===== src/logic/mstx_pkg.sv =====
package mstx_pkg;

   // ----------------------------------------------------------------
   // Clock and timing
   // ----------------------------------------------------------------
   localparam int unsigned CLOCK_HZ          = 10_000_000;
   localparam int unsigned WAKE_TIME_NS      = 40_000;
   // Wake-up wait in cycles, rounded down so it never exceeds the limit
   localparam int unsigned WAKE_CYCLES       = WAKE_TIME_NS / (1_000_000_000 / CLOCK_HZ);

   // ----------------------------------------------------------------
   // Angle representation: 64 steps of 5.625 deg per turn
   // ----------------------------------------------------------------
   localparam int unsigned ANGLE_W           = 6;
   localparam logic [5:0]  ANGLE_START       = 6'h08;    // 45 deg
   localparam logic [5:0]  INC_FULL          = 6'h10;    // 90 deg
   localparam logic [5:0]  INC_HALF          = 6'h08;    // 45 deg
   localparam logic [5:0]  INC_EIGHTH        = 6'h02;    // 11.25 deg
   localparam logic [5:0]  INC_SIXTEENTH     = 6'h01;    // 5.625 deg
   localparam int unsigned DAC_W             = 4;
   localparam logic [3:0]  DAC_FULLSTEP_CODE = 4'hB;     // Near 0.7071 of full scale

   // ----------------------------------------------------------------
   // Register map (AXI4-Lite byte offsets)
   // ----------------------------------------------------------------
   localparam logic [3:0]  OFS_CONTROL       = 4'h0;
   localparam logic [3:0]  OFS_STATUS        = 4'h4;
   localparam logic [3:0]  OFS_ANGLE         = 4'h8;
   localparam logic [3:0]  OFS_DAC           = 4'hC;
   localparam int unsigned CTL_STEP          = 0;   // Write 1: one step pulse
   localparam int unsigned CTL_DIR           = 1;
   localparam int unsigned CTL_STEP_MODE_BIT0         = 2;
   localparam int unsigned CTL_STEP_MODE_BIT1         = 3;
   localparam int unsigned CTL_ENABLE        = 4;
   localparam int unsigned CTL_PSN           = 5;
   localparam logic [5:0]  CONTROL_RESET     = 6'h00;
   localparam logic [1:0]  RESP_OKAY         = 2'h0;
   localparam logic [1:0]  RESP_SLVERR       = 2'h2;

   typedef enum logic [1:0] {
      MSTX_FULL,
      MSTX_HALF,
      MSTX_EIGHTH,
      MSTX_SIXTEENTH
   } mstx_mode_type;

   // Mode bits to step mode
   function automatic mstx_mode_type mstx_decode(input logic bit0, input logic bit1);
      mstx_mode_type m;
      m = MSTX_FULL;
      case ({bit1, bit0})
         2'h0:    m = MSTX_FULL;
         2'h1:    m = MSTX_HALF;
         2'h2:    m = MSTX_EIGHTH;
         default: m = MSTX_SIXTEENTH;
      endcase
      return m;
   endfunction

endpackage


===== src/logic/mstx_translator.sv =====
`timescale 1ns/1ns
// What this block does
// RULE_01: Each step pulse rising edge advances the electrical angle one position.
// RULE_02: Mode bits: 00 full, bit0 half, bit1 eighth, both sixteenth.
// RULE_03: Mode change applies at once while outputs are enabled.
// RULE_04: Direction change takes effect at the next step rising edge.
// RULE_05: Direction low: clockwise, winding b lags winding a by 90 degrees.
// RULE_06: Direction high: counter-clockwise, winding b leads winding a by 90 degrees.
// RULE_07: Enable low turns all bridge transistors off; high makes outputs active.
// RULE_08: Enable low ignores steps, keeping angle and mode.
// RULE_09: Mode changed during enable low applies at enable rising edge.
// RULE_10: Power save low: standby, outputs open, translator held at start angle.
// RULE_11: Outputs become active within 40 us after power save rises.
// RULE_12: After reset the angle starts at 45 degrees in every mode.
// RULE_13: Full step current target is scaled by 0.7071.
// RULE_14: Test input must be held at ground by the system.
// RULE_15: Each winding gets a 4-bit current code for its DAC.
// RULE_16: Increment 90, 45, 11.25, 5.625 degrees by mode, wrapping at 360.
module mstx_translator (
   // Clock and reset
   input  wire logic        i_clock,
   input  wire logic        i_rstn,
   // Factory test input, held low by the system
   input  wire logic        i_test,
   // AXI4-Lite write address and data
   input  wire logic        i_awvalid,
   output logic             o_awready,
   input  wire logic [3:0]  i_awaddr,
   input  wire logic        i_wvalid,
   output logic             o_wready,
   input  wire logic [31:0] i_wdata,
   input  wire logic [3:0]  i_wstrb,
   // AXI4-Lite write response
   output logic             o_bvalid,
   input  wire logic        i_bready,
   output logic [1:0]       o_bresp,
   // AXI4-Lite read
   input  wire logic        i_arvalid,
   output logic             o_arready,
   input  wire logic [3:0]  i_araddr,
   output logic             o_rvalid,
   input  wire logic        i_rready,
   output logic [31:0]      o_rdata,
   output logic [1:0]       o_rresp,
   // Winding a bridge and DAC
   output logic [3:0]       o_winding_a_dac,
   output logic             o_winding_a_neg,
   output logic             o_winding_a_drive,
   // Winding b bridge and DAC
   output logic [3:0]       o_winding_b_dac,
   output logic             o_winding_b_neg,
   output logic             o_winding_b_drive,
   // Translator state
   output logic [5:0]       o_angle,
   output mstx_pkg::mstx_mode_type o_mode
);
   import mstx_pkg::*;

   typedef struct packed {
      logic [5:0]    angle;
      mstx_mode_type mode;
      logic          step_d;
      logic          enable_d;
      logic          awake;
      logic [15:0]   wake_count;
      logic          drive;
   } mstx_core_type;

   mstx_core_type state;
   mstx_core_type next_state;

   // ----------------------------------------------------------------
   // Register bus
   // ----------------------------------------------------------------
   logic [5:0]  control;
   logic        step_write;
   logic [31:0] status_word;
   logic [31:0] angle_word;
   logic [31:0] dac_word;
   logic [3:0]  dac_a;
   logic [3:0]  dac_b;
   logic        neg_a;
   logic        neg_b;

   mstx_axil u_axil (
      .i_clock      (i_clock),
      .i_rstn       (i_rstn),
      .i_awvalid    (i_awvalid),
      .o_awready    (o_awready),
      .i_awaddr     (i_awaddr),
      .i_wvalid     (i_wvalid),
      .o_wready     (o_wready),
      .i_wdata      (i_wdata),
      .i_wstrb      (i_wstrb),
      .o_bvalid     (o_bvalid),
      .i_bready     (i_bready),
      .o_bresp      (o_bresp),
      .i_arvalid    (i_arvalid),
      .o_arready    (o_arready),
      .i_araddr     (i_araddr),
      .o_rvalid     (o_rvalid),
      .i_rready     (i_rready),
      .o_rdata      (o_rdata),
      .o_rresp      (o_rresp),
      .o_control    (control),
      .o_step_pulse (step_write),
      .i_status     (status_word),
      .i_angle      (angle_word),
      .i_dac        (dac_word)
   );

   // ----------------------------------------------------------------
   // Control decode
   // ----------------------------------------------------------------
   logic          step_in;
   logic          dir_in;
   logic          enable_in;
   logic          power_save_n;
   mstx_mode_type mode_sel;
   logic [5:0]    increment;

   // Step comes from the self-clearing bit; pulses count as edges
   assign step_in      = step_write;
   assign dir_in       = control[CTL_DIR];
   assign enable_in    = control[CTL_ENABLE];
   assign power_save_n = control[CTL_PSN];
   assign mode_sel     = mstx_decode(control[CTL_STEP_MODE_BIT0], control[CTL_STEP_MODE_BIT1]);   // RULE_02

   // Angle step size of the mode in force
   always_comb begin
      case (state.mode)
         MSTX_FULL:   increment = INC_FULL;        // RULE_16
         MSTX_HALF:   increment = INC_HALF;        // RULE_16
         MSTX_EIGHTH: increment = INC_EIGHTH;      // RULE_16
         default:     increment = INC_SIXTEENTH;   // RULE_16
      endcase
   end

   // ----------------------------------------------------------------
   // Translator
   // ----------------------------------------------------------------
   // Direction is read only on a step edge, so a change waits for it
   always_comb begin
      next_state          = state;
      next_state.step_d   = step_in;
      next_state.enable_d = enable_in;
      if (!power_save_n) begin
         // Standby: translator held at its start angle, mode follows the bits
         next_state.angle      = ANGLE_START;   // RULE_10
         next_state.mode       = mode_sel;
         next_state.awake      = 1'b0;          // RULE_10
         next_state.wake_count = '0;
      end else begin
         if (!state.awake) begin
            // Outputs wait out the wake-up time
            if (state.wake_count >= 16'(WAKE_CYCLES - 1)) begin
               next_state.awake = 1'b1;   // RULE_11
            end else begin
               next_state.wake_count = 16'(state.wake_count + 16'h0001);
            end
         end
         if (enable_in) begin
            // Mode follows the bits at once while enabled, also on enable rise
            next_state.mode = mode_sel;   // RULE_03 RULE_09
            if (step_in && !state.step_d) begin
               if (dir_in) begin
                  next_state.angle = 6'(state.angle - increment);   // RULE_01 RULE_04 RULE_06
               end else begin
                  next_state.angle = 6'(state.angle + increment);   // RULE_01 RULE_04 RULE_05
               end
            end
         end
         // Enable low: steps ignored, angle and mode kept   RULE_08
      end
      next_state.drive = enable_in && power_save_n && next_state.awake;   // RULE_07 RULE_10
   end

   // State register
   always_ff @(posedge i_clock or negedge i_rstn) begin
      if (!i_rstn) begin
         state       <= '0;
         state.angle <= ANGLE_START;   // RULE_12
         state.mode  <= MSTX_FULL;
      end else begin
         state <= next_state;
      end
   end

   // ----------------------------------------------------------------
   // Current waveform
   // ----------------------------------------------------------------
   mstx_wave u_wave (
      .i_clock    (i_clock),
      .i_rstn     (i_rstn),
      .i_angle    (state.angle),
      .i_fullstep (state.mode == MSTX_FULL),
      .o_dac_a    (dac_a),
      .o_neg_a    (neg_a),
      .o_dac_b    (dac_b),
      .o_neg_b    (neg_b)
   );

   // Read-back words; test input shown for visibility only
   assign status_word = {24'h000000, i_test, state.drive, state.awake, 1'b0,
                         state.enable_d, state.mode, state.step_d};
   assign angle_word  = {26'h0000000, state.angle};
   assign dac_word    = {22'h000000, neg_b, dac_b, neg_a, dac_a};

   // ----------------------------------------------------------------
   // Outputs, all from flip-flops
   // ----------------------------------------------------------------
   assign o_winding_a_dac   = dac_a;
   assign o_winding_a_neg   = neg_a;
   assign o_winding_a_drive = state.drive;   // RULE_07
   assign o_winding_b_dac   = dac_b;
   assign o_winding_b_neg   = neg_b;
   assign o_winding_b_drive = state.drive;   // RULE_07
   assign o_angle           = state.angle;
   assign o_mode            = state.mode;

endmodule // mstx_translator


===== src/logic/mstx_axil.sv =====
`timescale 1ns/1ns
// AXI4-Lite slave holding the control bits and reading back state
module mstx_axil (
   // Clock and reset
   input  wire logic        i_clock,
   input  wire logic        i_rstn,
   // Write address and data
   input  wire logic        i_awvalid,
   output logic             o_awready,
   input  wire logic [3:0]  i_awaddr,
   input  wire logic        i_wvalid,
   output logic             o_wready,
   input  wire logic [31:0] i_wdata,
   input  wire logic [3:0]  i_wstrb,
   // Write response
   output logic             o_bvalid,
   input  wire logic        i_bready,
   output logic [1:0]       o_bresp,
   // Read
   input  wire logic        i_arvalid,
   output logic             o_arready,
   input  wire logic [3:0]  i_araddr,
   output logic             o_rvalid,
   input  wire logic        i_rready,
   output logic [31:0]      o_rdata,
   output logic [1:0]       o_rresp,
   // Block side
   output logic [5:0]       o_control,
   output logic             o_step_pulse,
   input  wire logic [31:0] i_status,
   input  wire logic [31:0] i_angle,
   input  wire logic [31:0] i_dac
);
   import mstx_pkg::*;

   typedef struct packed {
      logic        aw_held;
      logic [3:0]  aw_addr;
      logic        w_held;
      logic [31:0] w_data;
      logic [3:0]  w_strb;
      logic        bvalid;
      logic [1:0]  bresp;
      logic        rvalid;
      logic [31:0] rdata;
      logic [1:0]  rresp;
      logic [5:0]  control;
      logic        step;
   } mstx_axil_type;

   mstx_axil_type state;
   mstx_axil_type next_state;

   // ----------------------------------------------------------------
   // Channel handling
   // ----------------------------------------------------------------
   // Address and data may arrive in either order; a held item blocks more
   always_comb begin
      next_state      = state;
      next_state.step = 1'b0;
      if (i_awvalid && !state.aw_held) begin
         next_state.aw_held = 1'b1;
         next_state.aw_addr = i_awaddr;
      end
      if (i_wvalid && !state.w_held) begin
         next_state.w_held = 1'b1;
         next_state.w_data = i_wdata;
         next_state.w_strb = i_wstrb;
      end
      if (state.aw_held && state.w_held && !state.bvalid) begin
         next_state.aw_held = 1'b0;
         next_state.w_held  = 1'b0;
         next_state.bvalid  = 1'b1;
         next_state.bresp   = RESP_OKAY;
         if (state.aw_addr == OFS_CONTROL) begin
            if (state.w_strb[0]) begin
               next_state.control = state.w_data[5:0];
               next_state.step    = state.w_data[CTL_STEP];
               next_state.control[CTL_STEP] = 1'b0;   // Step bit is self-clearing
            end
         end else if (state.aw_addr != OFS_STATUS && state.aw_addr != OFS_ANGLE
                      && state.aw_addr != OFS_DAC) begin
            next_state.bresp = RESP_SLVERR;
         end
      end
      if (state.bvalid && i_bready) begin
         next_state.bvalid = 1'b0;
      end
      // Reads answer one cycle after the address is taken
      if (i_arvalid && !state.rvalid) begin
         next_state.rvalid = 1'b1;
         next_state.rresp  = RESP_OKAY;
         case (i_araddr)
            OFS_CONTROL: next_state.rdata = {26'h0000000, state.control};
            OFS_STATUS:  next_state.rdata = i_status;
            OFS_ANGLE:   next_state.rdata = i_angle;
            OFS_DAC:     next_state.rdata = i_dac;
            default: begin
               next_state.rdata = 32'h00000000;
               next_state.rresp = RESP_SLVERR;
            end
         endcase
      end else if (state.rvalid && i_rready) begin
         next_state.rvalid = 1'b0;
      end
   end

   // State register
   always_ff @(posedge i_clock or negedge i_rstn) begin
      if (!i_rstn) begin
         state         <= '0;
         state.control <= CONTROL_RESET;
      end else begin
         state <= next_state;
      end
   end

   assign o_awready    = !state.aw_held;
   assign o_wready     = !state.w_held;
   assign o_bvalid     = state.bvalid;
   assign o_bresp      = state.bresp;
   assign o_arready    = !state.rvalid;
   assign o_rvalid     = state.rvalid;
   assign o_rdata      = state.rdata;
   assign o_rresp      = state.rresp;
   assign o_control    = state.control;
   assign o_step_pulse = state.step;

endmodule // mstx_axil


===== src/logic/mstx_wave.sv =====
`timescale 1ns/1ns
// Angle to signed 4-bit current code per winding (one quarter-wave table)
module mstx_wave (
   // Clock and reset
   input  wire logic        i_clock,
   input  wire logic        i_rstn,
   // Angle and mode in
   input  wire logic [5:0]  i_angle,
   input  wire logic        i_fullstep,
   // Per winding: magnitude code and polarity
   output logic [3:0]       o_dac_a,
   output logic             o_neg_a,
   output logic [3:0]       o_dac_b,
   output logic             o_neg_b
);
   import mstx_pkg::*;

   typedef struct packed {
      logic [3:0] dac_a;
      logic       neg_a;
      logic [3:0] dac_b;
      logic       neg_b;
   } mstx_wave_type;

   mstx_wave_type state;
   mstx_wave_type next_state;

   // Sine magnitude, 16 steps per quarter, full scale 15, one nibble per step
   localparam logic [63:0] SINE_TABLE = 64'hFFEEDCCB_98764310;

   function automatic logic [3:0] mstx_sine(input logic [5:0] ang);
      logic [3:0] idx;
      logic [3:0] mag;
      idx = ang[4] ? 4'(5'h10 - {1'b0, ang[3:0]}) : ang[3:0];
      mag = SINE_TABLE[{idx, 2'b00} +: 4];
      // Peak of quarter wave: index wraps to 0 when ang[3:0] is 0 in odd quarter
      if (ang[4] && ang[3:0] == 4'h0) begin
         mag = 4'hF;
      end
      return mag;
   endfunction

   // Winding a follows cosine, b sine: b lags a while the angle rises
   always_comb begin
      logic [5:0] ang_a;
      ang_a            = 6'(i_angle + 6'h10);
      next_state.dac_a = mstx_sine(ang_a);   // RULE_05 RULE_06
      next_state.neg_a = ang_a[5];
      next_state.dac_b = mstx_sine(i_angle);
      next_state.neg_b = i_angle[5];
      if (i_fullstep) begin
         // Full step runs at the 0.7071 level on both windings
         next_state.dac_a = DAC_FULLSTEP_CODE;   // RULE_13
         next_state.dac_b = DAC_FULLSTEP_CODE;   // RULE_13
      end
   end

   // State register
   always_ff @(posedge i_clock or negedge i_rstn) begin
      if (!i_rstn) begin
         state <= '0;
      end else begin
         state <= next_state;
      end
   end

   assign o_dac_a = state.dac_a;   // RULE_15
   assign o_neg_a = state.neg_a;
   assign o_dac_b = state.dac_b;   // RULE_15
   assign o_neg_b = state.neg_b;

endmodule // mstx_wave


===== config.mk =====
export PLATFORM = sky130hd
export DESIGN_NAME = mstx_translator
export DESIGN_NICKNAME = d
export VERILOG_FILES = /design/src/logic/mstx_pkg.sv /design/src/logic/mstx_translator.sv /design/src/logic/mstx_axil.sv /design/src/logic/mstx_wave.sv
export SDC_FILE = /design/constraint.sdc
export NUM_CORES = 1
export LEC_CHECK = 0
export ABC_AREA = 1
export ABC_CLOCK_PERIOD_IN_PS = 2500
export BUFFER_PORTS_ARGS = -buffer_cell sky130_fd_sc_hd__buf_2
export CAP_MARGIN = 20
export CELL_PAD_IN_SITES_DETAIL_PLACEMENT = 1
export CELL_PAD_IN_SITES_GLOBAL_PLACEMENT = 1
export CORE_MARGIN = 2
export CORE_UTILIZATION = 40
export CTS_BUF_LIST = sky130_fd_sc_hd__clkbuf_8
export CTS_CLUSTER_DIAMETER = 40
export DETAILED_ROUTE_END_ITERATION = 10
export GPL_TIMING_DRIVEN = 0
export PLACE_DENSITY = 0.93
export REMOVE_ABC_BUFFERS = 1
export SYNTH_ARGS = -nofsm -noshare
export SYNTH_HDL_FRONTEND = slang
export SYNTH_SLANG_ARGS = --single-unit

===== constraint.sdc =====
create_clock -name i_clock -period 2.5 [get_ports i_clock]
set_clock_uncertainty 0.15 [all_clocks]
set_input_delay 0.25 -clock i_clock [delete_from_list [all_inputs] [get_ports i_clock]]
set_output_delay 0.25 -clock i_clock [all_outputs]
set_load 0.05 [all_outputs]

==> insert_results.sql, run 1 <==
INSERT INTO impl_metrics (metric_group, metric, value, unit) VALUES
('timing', 'layout_worst_path_cycle_share', '0.937', ''),
('worst_hold_path', 'hold-path-endpoint', 'u_axil.state[51]', ''),
('worst_hold_path', 'timing.hold.worst_path_depth', '3', ''),
('clocking', 'cts_h_tree_depth', '3', ''),
('worst_setup_path', 'timing.critical_path.required', '2.57', 'ns'),
('synthesis', 'synth_warnings', '0', ''),
('worst_hold_path', 'min-delay-start', 'i_wdata[2]', ''),
('worst_setup_path', 'cp_max_fo', '7', ''),
('clocking', 'clock_tree_from_tritoncts', 'built', ''),
('timing', 'setup_viol', '0', ''),
('synthesis', 'ys_types', '44', ''),
('floorplan', 'fp.coreArea', '0.00982', 'mm²'),
('synthesis', 'netlist_area', '0.00408', 'mm²'),
('clocking', 'cts_max_path_buffers', '2', ''),
('worst_setup_path', 'path_cells', 'clkinvlp_4 > ha_1 > nand2_1 > inv_1 > nor2_2 > inv_1 > ha_1 > nand2_1 > nand2_1 > nand2_1 > nand3_1', ''),
('finish', 'drive_gt1_frac', '0.208', ''),
('floorplan', 'die_width', '105', 'µm'),
('floorplan', 'die_area', '0.0110', 'mm²'),
('floorplan', 'design.portCount', '113', ''),
('global_route', 'final_global_route_overflow_total', '0', ''),
('global_route', 'grt_pass1_vias', '3566', ''),
('global_route', 'grt_first_pass_wirelength', '17200', 'µm'),
('global_route', 'grt_start_max_net_pins', '72', ''),
('worst_setup_path', 'timing.critical_path.slowest_cell_delay', '0.48', 'ns'),
('synthesis', 'synth_area_leader_cell', 'dfrtp_1', ''),
('worst_setup_path', 'critical_path.reg2reg.startpoint', 'o_angle[0]', ''),
('global_route', 'antenna_found_initial', '0', ''),
('synthesis', 'postSynthCellCount', '491', ''),
('detailed_routing', 'route.vias.total', '3314', ''),
('worst_hold_path', 'timing.hold.worst.class', 'primary input to flop', ''),
('worst_setup_path', 'reg2reg_to', 'u_wave.o_dac_b[0]', ''),
('placement', 'post-dp-hpwl', '7470', 'µm'),
('clocking', 'clk_transition_reported_paths', '0.09', 'ns'),
('timing', 'timing_hold_violations_final', '0', ''),
('detailed_routing', 'ant_nets', '0', ''),
('power', 'leakagePower', '0.00242', 'µW'),
('worst_setup_path', 'r2r_cells', '11', ''),
('power', 'power_per_cell_area', '768', 'mW/mm²'),
('placement', 'place_inst', '653', ''),
('floorplan', 'fp.dieH', '105', 'µm'),
('synthesis', 'synth_area_per_cell', '8.31', 'µm²'),
('detailed_routing', 'post_drt_wl_per_cell', '15.1', 'µm'),
('synthesis', 'post_synth_main_area_contributors', 'dfrtp_1 43%, nand2_1 11%, buf_4 8.5%', ''),
('finish', 'area.growth.synth_to_final', '11.2', '%'),
('status', 'run_status', 'completed', ''),
('flow_run', 'timing.max_cap.violations', '0', ''),
('timing', 'max_slew_margin', '0.402', ''),
('synthesis', 'ys_seq_area_frac', '0.436', ''),
('floorplan', 'rows', '36', ''),
('clocking', 'clock-root-buffer', 'clkbuf_8', ''),
('timing', 'unrepaired_setup_endpoints_after_global_routing', 'no', ''),
('clocking', 'cts_sink_count', '71', ''),
('finish', 'num-nets-final', '612', ''),
('detailed_routing', 'first_iter_violations', '181', ''),
('finish', 'fin_cells', '680', ''),
('worst_setup_path', 'critPathCaptureType', 'flop', ''),
('power', 'vdd.ir_drop.worst', '0.447', 'mV'),
('worst_setup_path', 'cp_common_cell', 'nand2_1', ''),
('worst_setup_path', 'setup.worst_path.class', 'flop to flop', ''),
('detailed_routing', 'drt_first_pass_iters', '4', ''),
('floorplan', 'initial_utilization', '0.416', ''),
('detailed_routing', 'wirelength', '10300', 'µm'),
('worst_setup_path', 'timing.critical_path.slowest_stage_cell', 'dfrtp_2', ''),
('worst_setup_path', 'r2r_slack', '0.16', 'ns'),
('global_route', 'global_route.usage.total', '0.195', ''),
('clocking', 'clkLatencyLatePin', '0.35', 'ns'),
('finish', 'insertedDiodeCount', '0', ''),
('worst_setup_path', 'setup.worst_path.start_class', 'flop', ''),
('synthesis', 'synth_largest_type_area_fraction', '0.429', ''),
('placement', 'gp_congestion', '0.856', ''),
('detailed_routing', 'drt-vias-per-instance', '4.87', ''),
('finish', 'final_cell_mix', '125 x nand2_1, 68 x dfrtp_1, 58 x buf_2, 54 x inv_1, 33 x nand3_1', ''),
('timing', 'slew_violations', '0', ''),
('timing', 'layout_min_cycle_time', '2.34', 'ns'),
('synthesis', 'synth-seq-cells', '71', ''),
('detailed_routing', 'drc', '0', ''),
('timing', 'max_clock_freq', '0.427', 'GHz'),
('placement', 'port_buffers', '59', ''),
('power', 'total_power', '3480', 'µW'),
('finish', 'final_common_cell', 'nand2_1', ''),
('timing', 'tightestPinTransition', '0.897', 'ns'),
('clocking', 'numCtsBuffers', '9', ''),
('worst_setup_path', 'critical_path_arrival', '2.41', 'ns');
==> cell type report <==
type | count | area, µm²
multi-input combinational | 327 | 1740
clock inverter | 7 | 80.1
inverter | 63 | 244
clock buffer | 9 | 124
fill | 1235 | 5280
sequential | 71 | 1780
timing repair buffer | 70 | 405
tap | 133 | 166
==> synthesized netlist by cell type (all sizes together) <==
library cell and instances:
o211ai 4, o22ai 4, dfstp 1, a21o 2, mux2 7, o21ai 24
o21a 1, buf 52, nor2 33, nor3 6, nand2 133, xor2 3
dfrtp 70, a31oi 1, clkinv 2, conb 1, fa 1, a21oi 14
o21bai 3, nand3 35, inv 61, nor3b 1, clkbuf 1, ha 17
nand4 12, xnor2 2
==> layer usage <==
layer / vias up / share of wire / global-route usage
met2: 81 / 0.52 / 0.347
met3: 14 / 0.042 / 0.0430
met4: 0 / 0.014 / 0.0619
li1: 1596 / - / -
met1: 1623 / 0.42 / 0.232
met5: - / 0 / 0
==> sequential cells by signal, indices dropped and copies added (netlist names), 2 cells and up <==
name,cells
state,19
o_angle,6
u_wave.o_dac_b,4
u_wave.o_dac_a,4
u_axil.state,13
u_axil.o_control,5
u_axil.o_rdata,10
o_mode,2
==> worst max-delay path, delay by kind of cell (launching register included) <==
family,cells,cell delay (ns)
DFF,1,0.48
adders and majority gates,2,0.63
buffers and inverters,3,0.33
and+or+nand+nor,6,0.60
==> power by group <==
group	internal [µW]	switching, µW	leakage (µW)	total (µW)
combinational	293	717	0.00143	1010
sequential	1350	171	0.000898	1520
clock	471	487	0.0000964	958
total	2110	1380	0.00242	3480
==> stage by stage <==
| stage | util | cell area, µm² | hold WS, ns | setup WS, ns | TNS, ns |
|---|---|---|---|---|---|
| 4_1_cts | 0.462 | 4540 | 0.000542 | 0.0448 | 0 |
| 3_5_place_dp | 0.430 | 4220 | 0.227 | -0.108 | -0.137 |
| 2_1_floorplan | - | 3760 | -0.196 | -0.0291 | -0.0351 |
| 5_1_grt | 0.462 | 4540 | 0.0148 | 0.0236 | 0 |
| 6_report | 0.462 | 4540 | 0.00136 | 0.157 | 0 |
| 3_3_place_gp | 0.430 | 4220 | 0.215 | 0.0538 | 0 |
==> worst max-delay path by stage <==
| stage | slack, ns | endpoint | cells after the start | start |
|---|---|---|---|---|
| floorplan | -0.03 | u_wave.o_dac_b[0] | 11 | o_angle[0] |
| global placement | 0.05 | u_wave.o_dac_b[2] | 13 | o_angle[0] |
| detailed placement | -0.11 | u_wave.o_dac_b[0] | 11 | o_angle[0] |
| CTS | 0.04 | u_wave.o_dac_b[0] | 11 | o_angle[0] |
| global route | 0.02 | u_wave.o_dac_b[0] | 11 | o_angle[1] |
| finish | 0.16 | u_wave.o_dac_b[0] | 11 | o_angle[0] |
==> timing repair <==
item / CTS / global route
gates cloned: 0 / 0
buffers inserted: 1 / 0
hold buffers: 10 / 0
endpoints found under the hold margin: 79 / 0
endpoints found under the setup margin: 2 / 2
gates resized for setup: 1 / 2
==> logic make-up (layout without fill, tap and decap cells) <==
| group | after synthesis | count (layout) | share of synthesized area |
|---|---|---|---|
| mux | 7 | 7 | 0.0193 |
| flops | 71 | 71 | 0.436 |
| xor+xnor | 5 | 5 | 0.0107 |
| simple gates | 220 | 220 | 0.239 |
| fa+ha+maj | 18 | 18 | 0.0570 |
| compound gates | 53 | 53 | 0.0773 |
| buf+inv | 116 | 149 | 0.160 |
| other cells | 1 | 24 | 0.000919 |
(Power assumes the default switching activity.)
==> run 2: changes to the inputs <==
--- a/config.mk
+++ b/config.mk
@@ -17,8 +17,10 @@
 export CTS_CLUSTER_DIAMETER = 40
 export DETAILED_ROUTE_END_ITERATION = 10
 export GPL_TIMING_DRIVEN = 0
+export HOLD_SLACK_MARGIN = 0.06
 export PLACE_DENSITY = 0.93
 export REMOVE_ABC_BUFFERS = 1
+export SKIP_CTS_REPAIR_TIMING = 1
 export SYNTH_ARGS = -nofsm -noshare
 export SYNTH_HDL_FRONTEND = slang
 export SYNTH_SLANG_ARGS = --single-unit
==> run 2 against run 1 <==
Net effect:
- non-clock buffer count rose by 9
- largest cell class unchanged
- fmax fell by 3.6%
- worst setup slack got worse by 0.088 ns
==> insert_results.sql, run 2 (synthesis gave the netlist of run 1 again) <==
INSERT INTO impl_metrics (metric_group, metric, value, unit) VALUES
('worst_setup_path', 'setup.worst_path.class', 'flop to flop', ''),
('power', 'seqPwrFrac', '0.433', ''),
('detailed_routing', 'first_iter_violations', '223', ''),
('power', 'leakagePower', '0.00246', 'µW'),
('power', 'vdd.ir_drop.worst', '0.453', 'mV'),
('timing', 'post-route-worst-setup-slack', '0.0692', 'ns'),
('clocking', 'clock-root-buffer', 'clkbuf_8', ''),
('detailed_routing', 'post_drt_wl_per_cell', '15.2', 'µm'),
('detailed_routing', 'drc', '0', ''),
('worst_setup_path', 'reg2reg_to', 'u_wave.o_dac_b[0]', ''),
('finish', 'largest_register_ff_count', '19', ''),
('finish', 'area.growth.synth_to_final', '13.2', '%'),
('worst_hold_path', 'timing.hold.worst_path_depth', '3', ''),
('clocking', 'cts_max_path_buffers', '2', ''),
('global_route', 'grt_start_max_net_pins', '72', ''),
('clocking', 'cts_h_tree_depth', '3', ''),
('timing', 'max_clock_freq', '0.411', 'GHz'),
('power', 'total_power', '3500', 'µW'),
('power', 'power_frac_clock', '0.274', ''),
('floorplan', 'initial_utilization', '0.416', ''),
('worst_hold_path', 'timing.hold.worst.class', 'primary input to flop', ''),
('timing', 'setup_viol', '0', ''),
('timing', 'layout_worst_path_cycle_share', '0.972', ''),
('global_route', 'final_global_route_overflow_total', '0', ''),
('worst_setup_path', 'cp_common_cell', 'nand2_1', ''),
('floorplan', 'fp.dieH', '105', 'µm'),
('power', 'power_per_cell_area', '758', 'mW/mm²'),
('placement', 'post-dp-hpwl', '7470', 'µm'),
('finish', 'final_cell_mix', '125 x nand2_1, 68 x dfrtp_1, 58 x buf_2, 54 x inv_1, 33 x nand3_1', ''),
('worst_setup_path', 'r2r_slack', '0.07', 'ns'),
('worst_setup_path', 'critical_path.reg2reg.startpoint', 'o_angle[0]', ''),
('global_route', 'grt_pass1_vias', '3513', ''),
('worst_setup_path', 'path_cells', 'clkinvlp_4 > ha_1 > nand2_1 > inv_1 > nor2_2 > inv_1 > ha_1 > nand2_1 > nand2_1 > nand2_1 > nand3_1', ''),
('floorplan', 'design.portCount', '113', ''),
('finish', 'final_common_cell', 'nand2_1', ''),
('global_route', 'antenna_found_initial', '0', ''),
('worst_setup_path', 'r2r_cells', '11', ''),
('timing', 'hold_slack', '0.0938', 'ns'),
('worst_setup_path', 'timing.critical_path.slowest_stage_cell', 'dfrtp_2', ''),
('timing', 'slew_violations', '0', ''),
('power', 'power.internal', '2120', 'µW'),
('clocking', 'clock_tree_from_tritoncts', 'built', ''),
('worst_hold_path', 'hold-path-endpoint', 'u_axil.state[86]', ''),
('detailed_routing', 'route.vias.total', '3357', ''),
('placement', 'gp_congestion', '0.856', ''),
('worst_setup_path', 'timing.critical_path.slowest_cell_delay', '0.48', 'ns'),
('placement', 'port_buffers', '59', ''),
('status', 'run_status', 'completed', ''),
('clocking', 'cts_sink_count', '71', ''),
('worst_setup_path', 'timing.critical_path.required', '2.57', 'ns'),
('worst_setup_path', 'timing.critical_path.buf_inv', '3', ''),
('timing', 'timing_hold_violations_final', '0', ''),
('finish', 'drive_gt1_frac', '0.210', ''),
('global_route', 'global_route.usage.total', '0.193', ''),
('flow_run', 'timing.max_cap.violations', '0', ''),
('power', 'switchingPower', '1380', 'µW'),
('detailed_routing', 'ant_nets', '0', ''),
('power', 'power.combinational.fraction', '0.292', ''),
('detailed_routing', 'drt-vias-per-instance', '4.87', ''),
('clocking', 'clk_transition_reported_paths', '0.09', 'ns'),
('clocking', 'clkLatencyLatePin', '0.36', 'ns'),
('floorplan', 'fp.coreArea', '0.00982', 'mm²'),
('worst_setup_path', 'critPathCaptureType', 'flop', ''),
('timing', 'setup-tns-final', '0', 'ns'),
('detailed_routing', 'wirelength', '10500', 'µm'),
('detailed_routing', 'drt_first_pass_iters', '4', ''),
('placement', 'detailedPlace.worstSlack', '-0.108', 'ns'),
('timing', 'max_slew_margin', '0.398', ''),
('clocking', 'numCtsBuffers', '9', ''),
('timing', 'layout_min_cycle_time', '2.43', 'ns'),
('finish', 'insertedDiodeCount', '0', ''),
('worst_setup_path', 'setup.worst_path.start_class', 'flop', ''),
('finish', 'num-nets-final', '621', ''),
('floorplan', 'rows', '36', ''),
('floorplan', 'die_area', '0.0110', 'mm²'),
('timing', 'tightestPinTransition', '0.903', 'ns'),
('finish', 'top_register', 'state', ''),
('worst_setup_path', 'critical_path.top_delay_family', 'adder cells', ''),
('worst_setup_path', 'critical_path_arrival', '2.50', 'ns'),
('floorplan', 'die_width', '105', 'µm'),
('worst_hold_path', 'min-delay-start', 'i_awvalid', ''),
('power', 'switching_fraction', '0.395', ''),
('global_route', 'grt_first_pass_wirelength', '17100', 'µm'),
('worst_setup_path', 'cp_max_fo', '7', '');
## run 2: worst max path at each step
stage               startpoint                 to  slack [ns]  cells after the start
global placement    o_angle[0]  u_wave.o_dac_b[2]        0.05                     13
finish              o_angle[0]  u_wave.o_dac_b[0]        0.07                     11
global route        o_angle[0]  u_wave.o_dac_b[0]       -0.02                     11
floorplan           o_angle[0]  u_wave.o_dac_b[0]       -0.03                     11
CTS                 o_angle[0]  u_wave.o_dac_b[0]       -0.13                     11
detailed placement  o_angle[0]  u_wave.o_dac_b[0]       -0.11                     11
## run 2: power by group through the flow
stage / Combinational, µW / Clock [µW] / Sequential [µW]
5_1_grt: 1120 / 1030 / 1550
3_3_place_gp: 928 / 0 / 1530
4_1_cts: 1010 / 981 / 1520
3_5_place_dp: 989 / 0 / 1540
2_1_floorplan: 607 / 0 / 1620
6_report: 1020 / 961 / 1520
## run 2: cell type report
class / count / area (µm²)
timing repair buffer: 79 / 488
clock buffer: 9 / 124
sequential: 71 / 1780
multi-input combinational: 327 / 1740
inverter: 63 / 244
fill: 1242 / 5200
clock inverter: 7 / 80.1
tap: 133 / 166
## run 2: stage by stage
step	instance area, µm²	cells	utilization
after floorplan	3760	461	-
after global placement	4220	653	0.430
after detailed placement	4220	653	0.430
after CTS	4420	669	0.451
after global routing	4620	689	0.471
final	4620	689	0.471
## run 2: tightest hold or removal path: cells and delay by family
kind,cells,cell delay (ns)
buffers and inverters,1,0.08
AOI/OAI and AO/OA,1,0.12
and+or+nand+nor,1,0.12
## run 2: routing by layer
metal  vias to the layer above  GRT usage  routed length (µm)
met4                         0     0.0619                 155
met1                      1648      0.230                4430
met5                         -          0                   0
li1                       1615          -                   -
met2                        79      0.342                5460
met3                        15     0.0443                 442
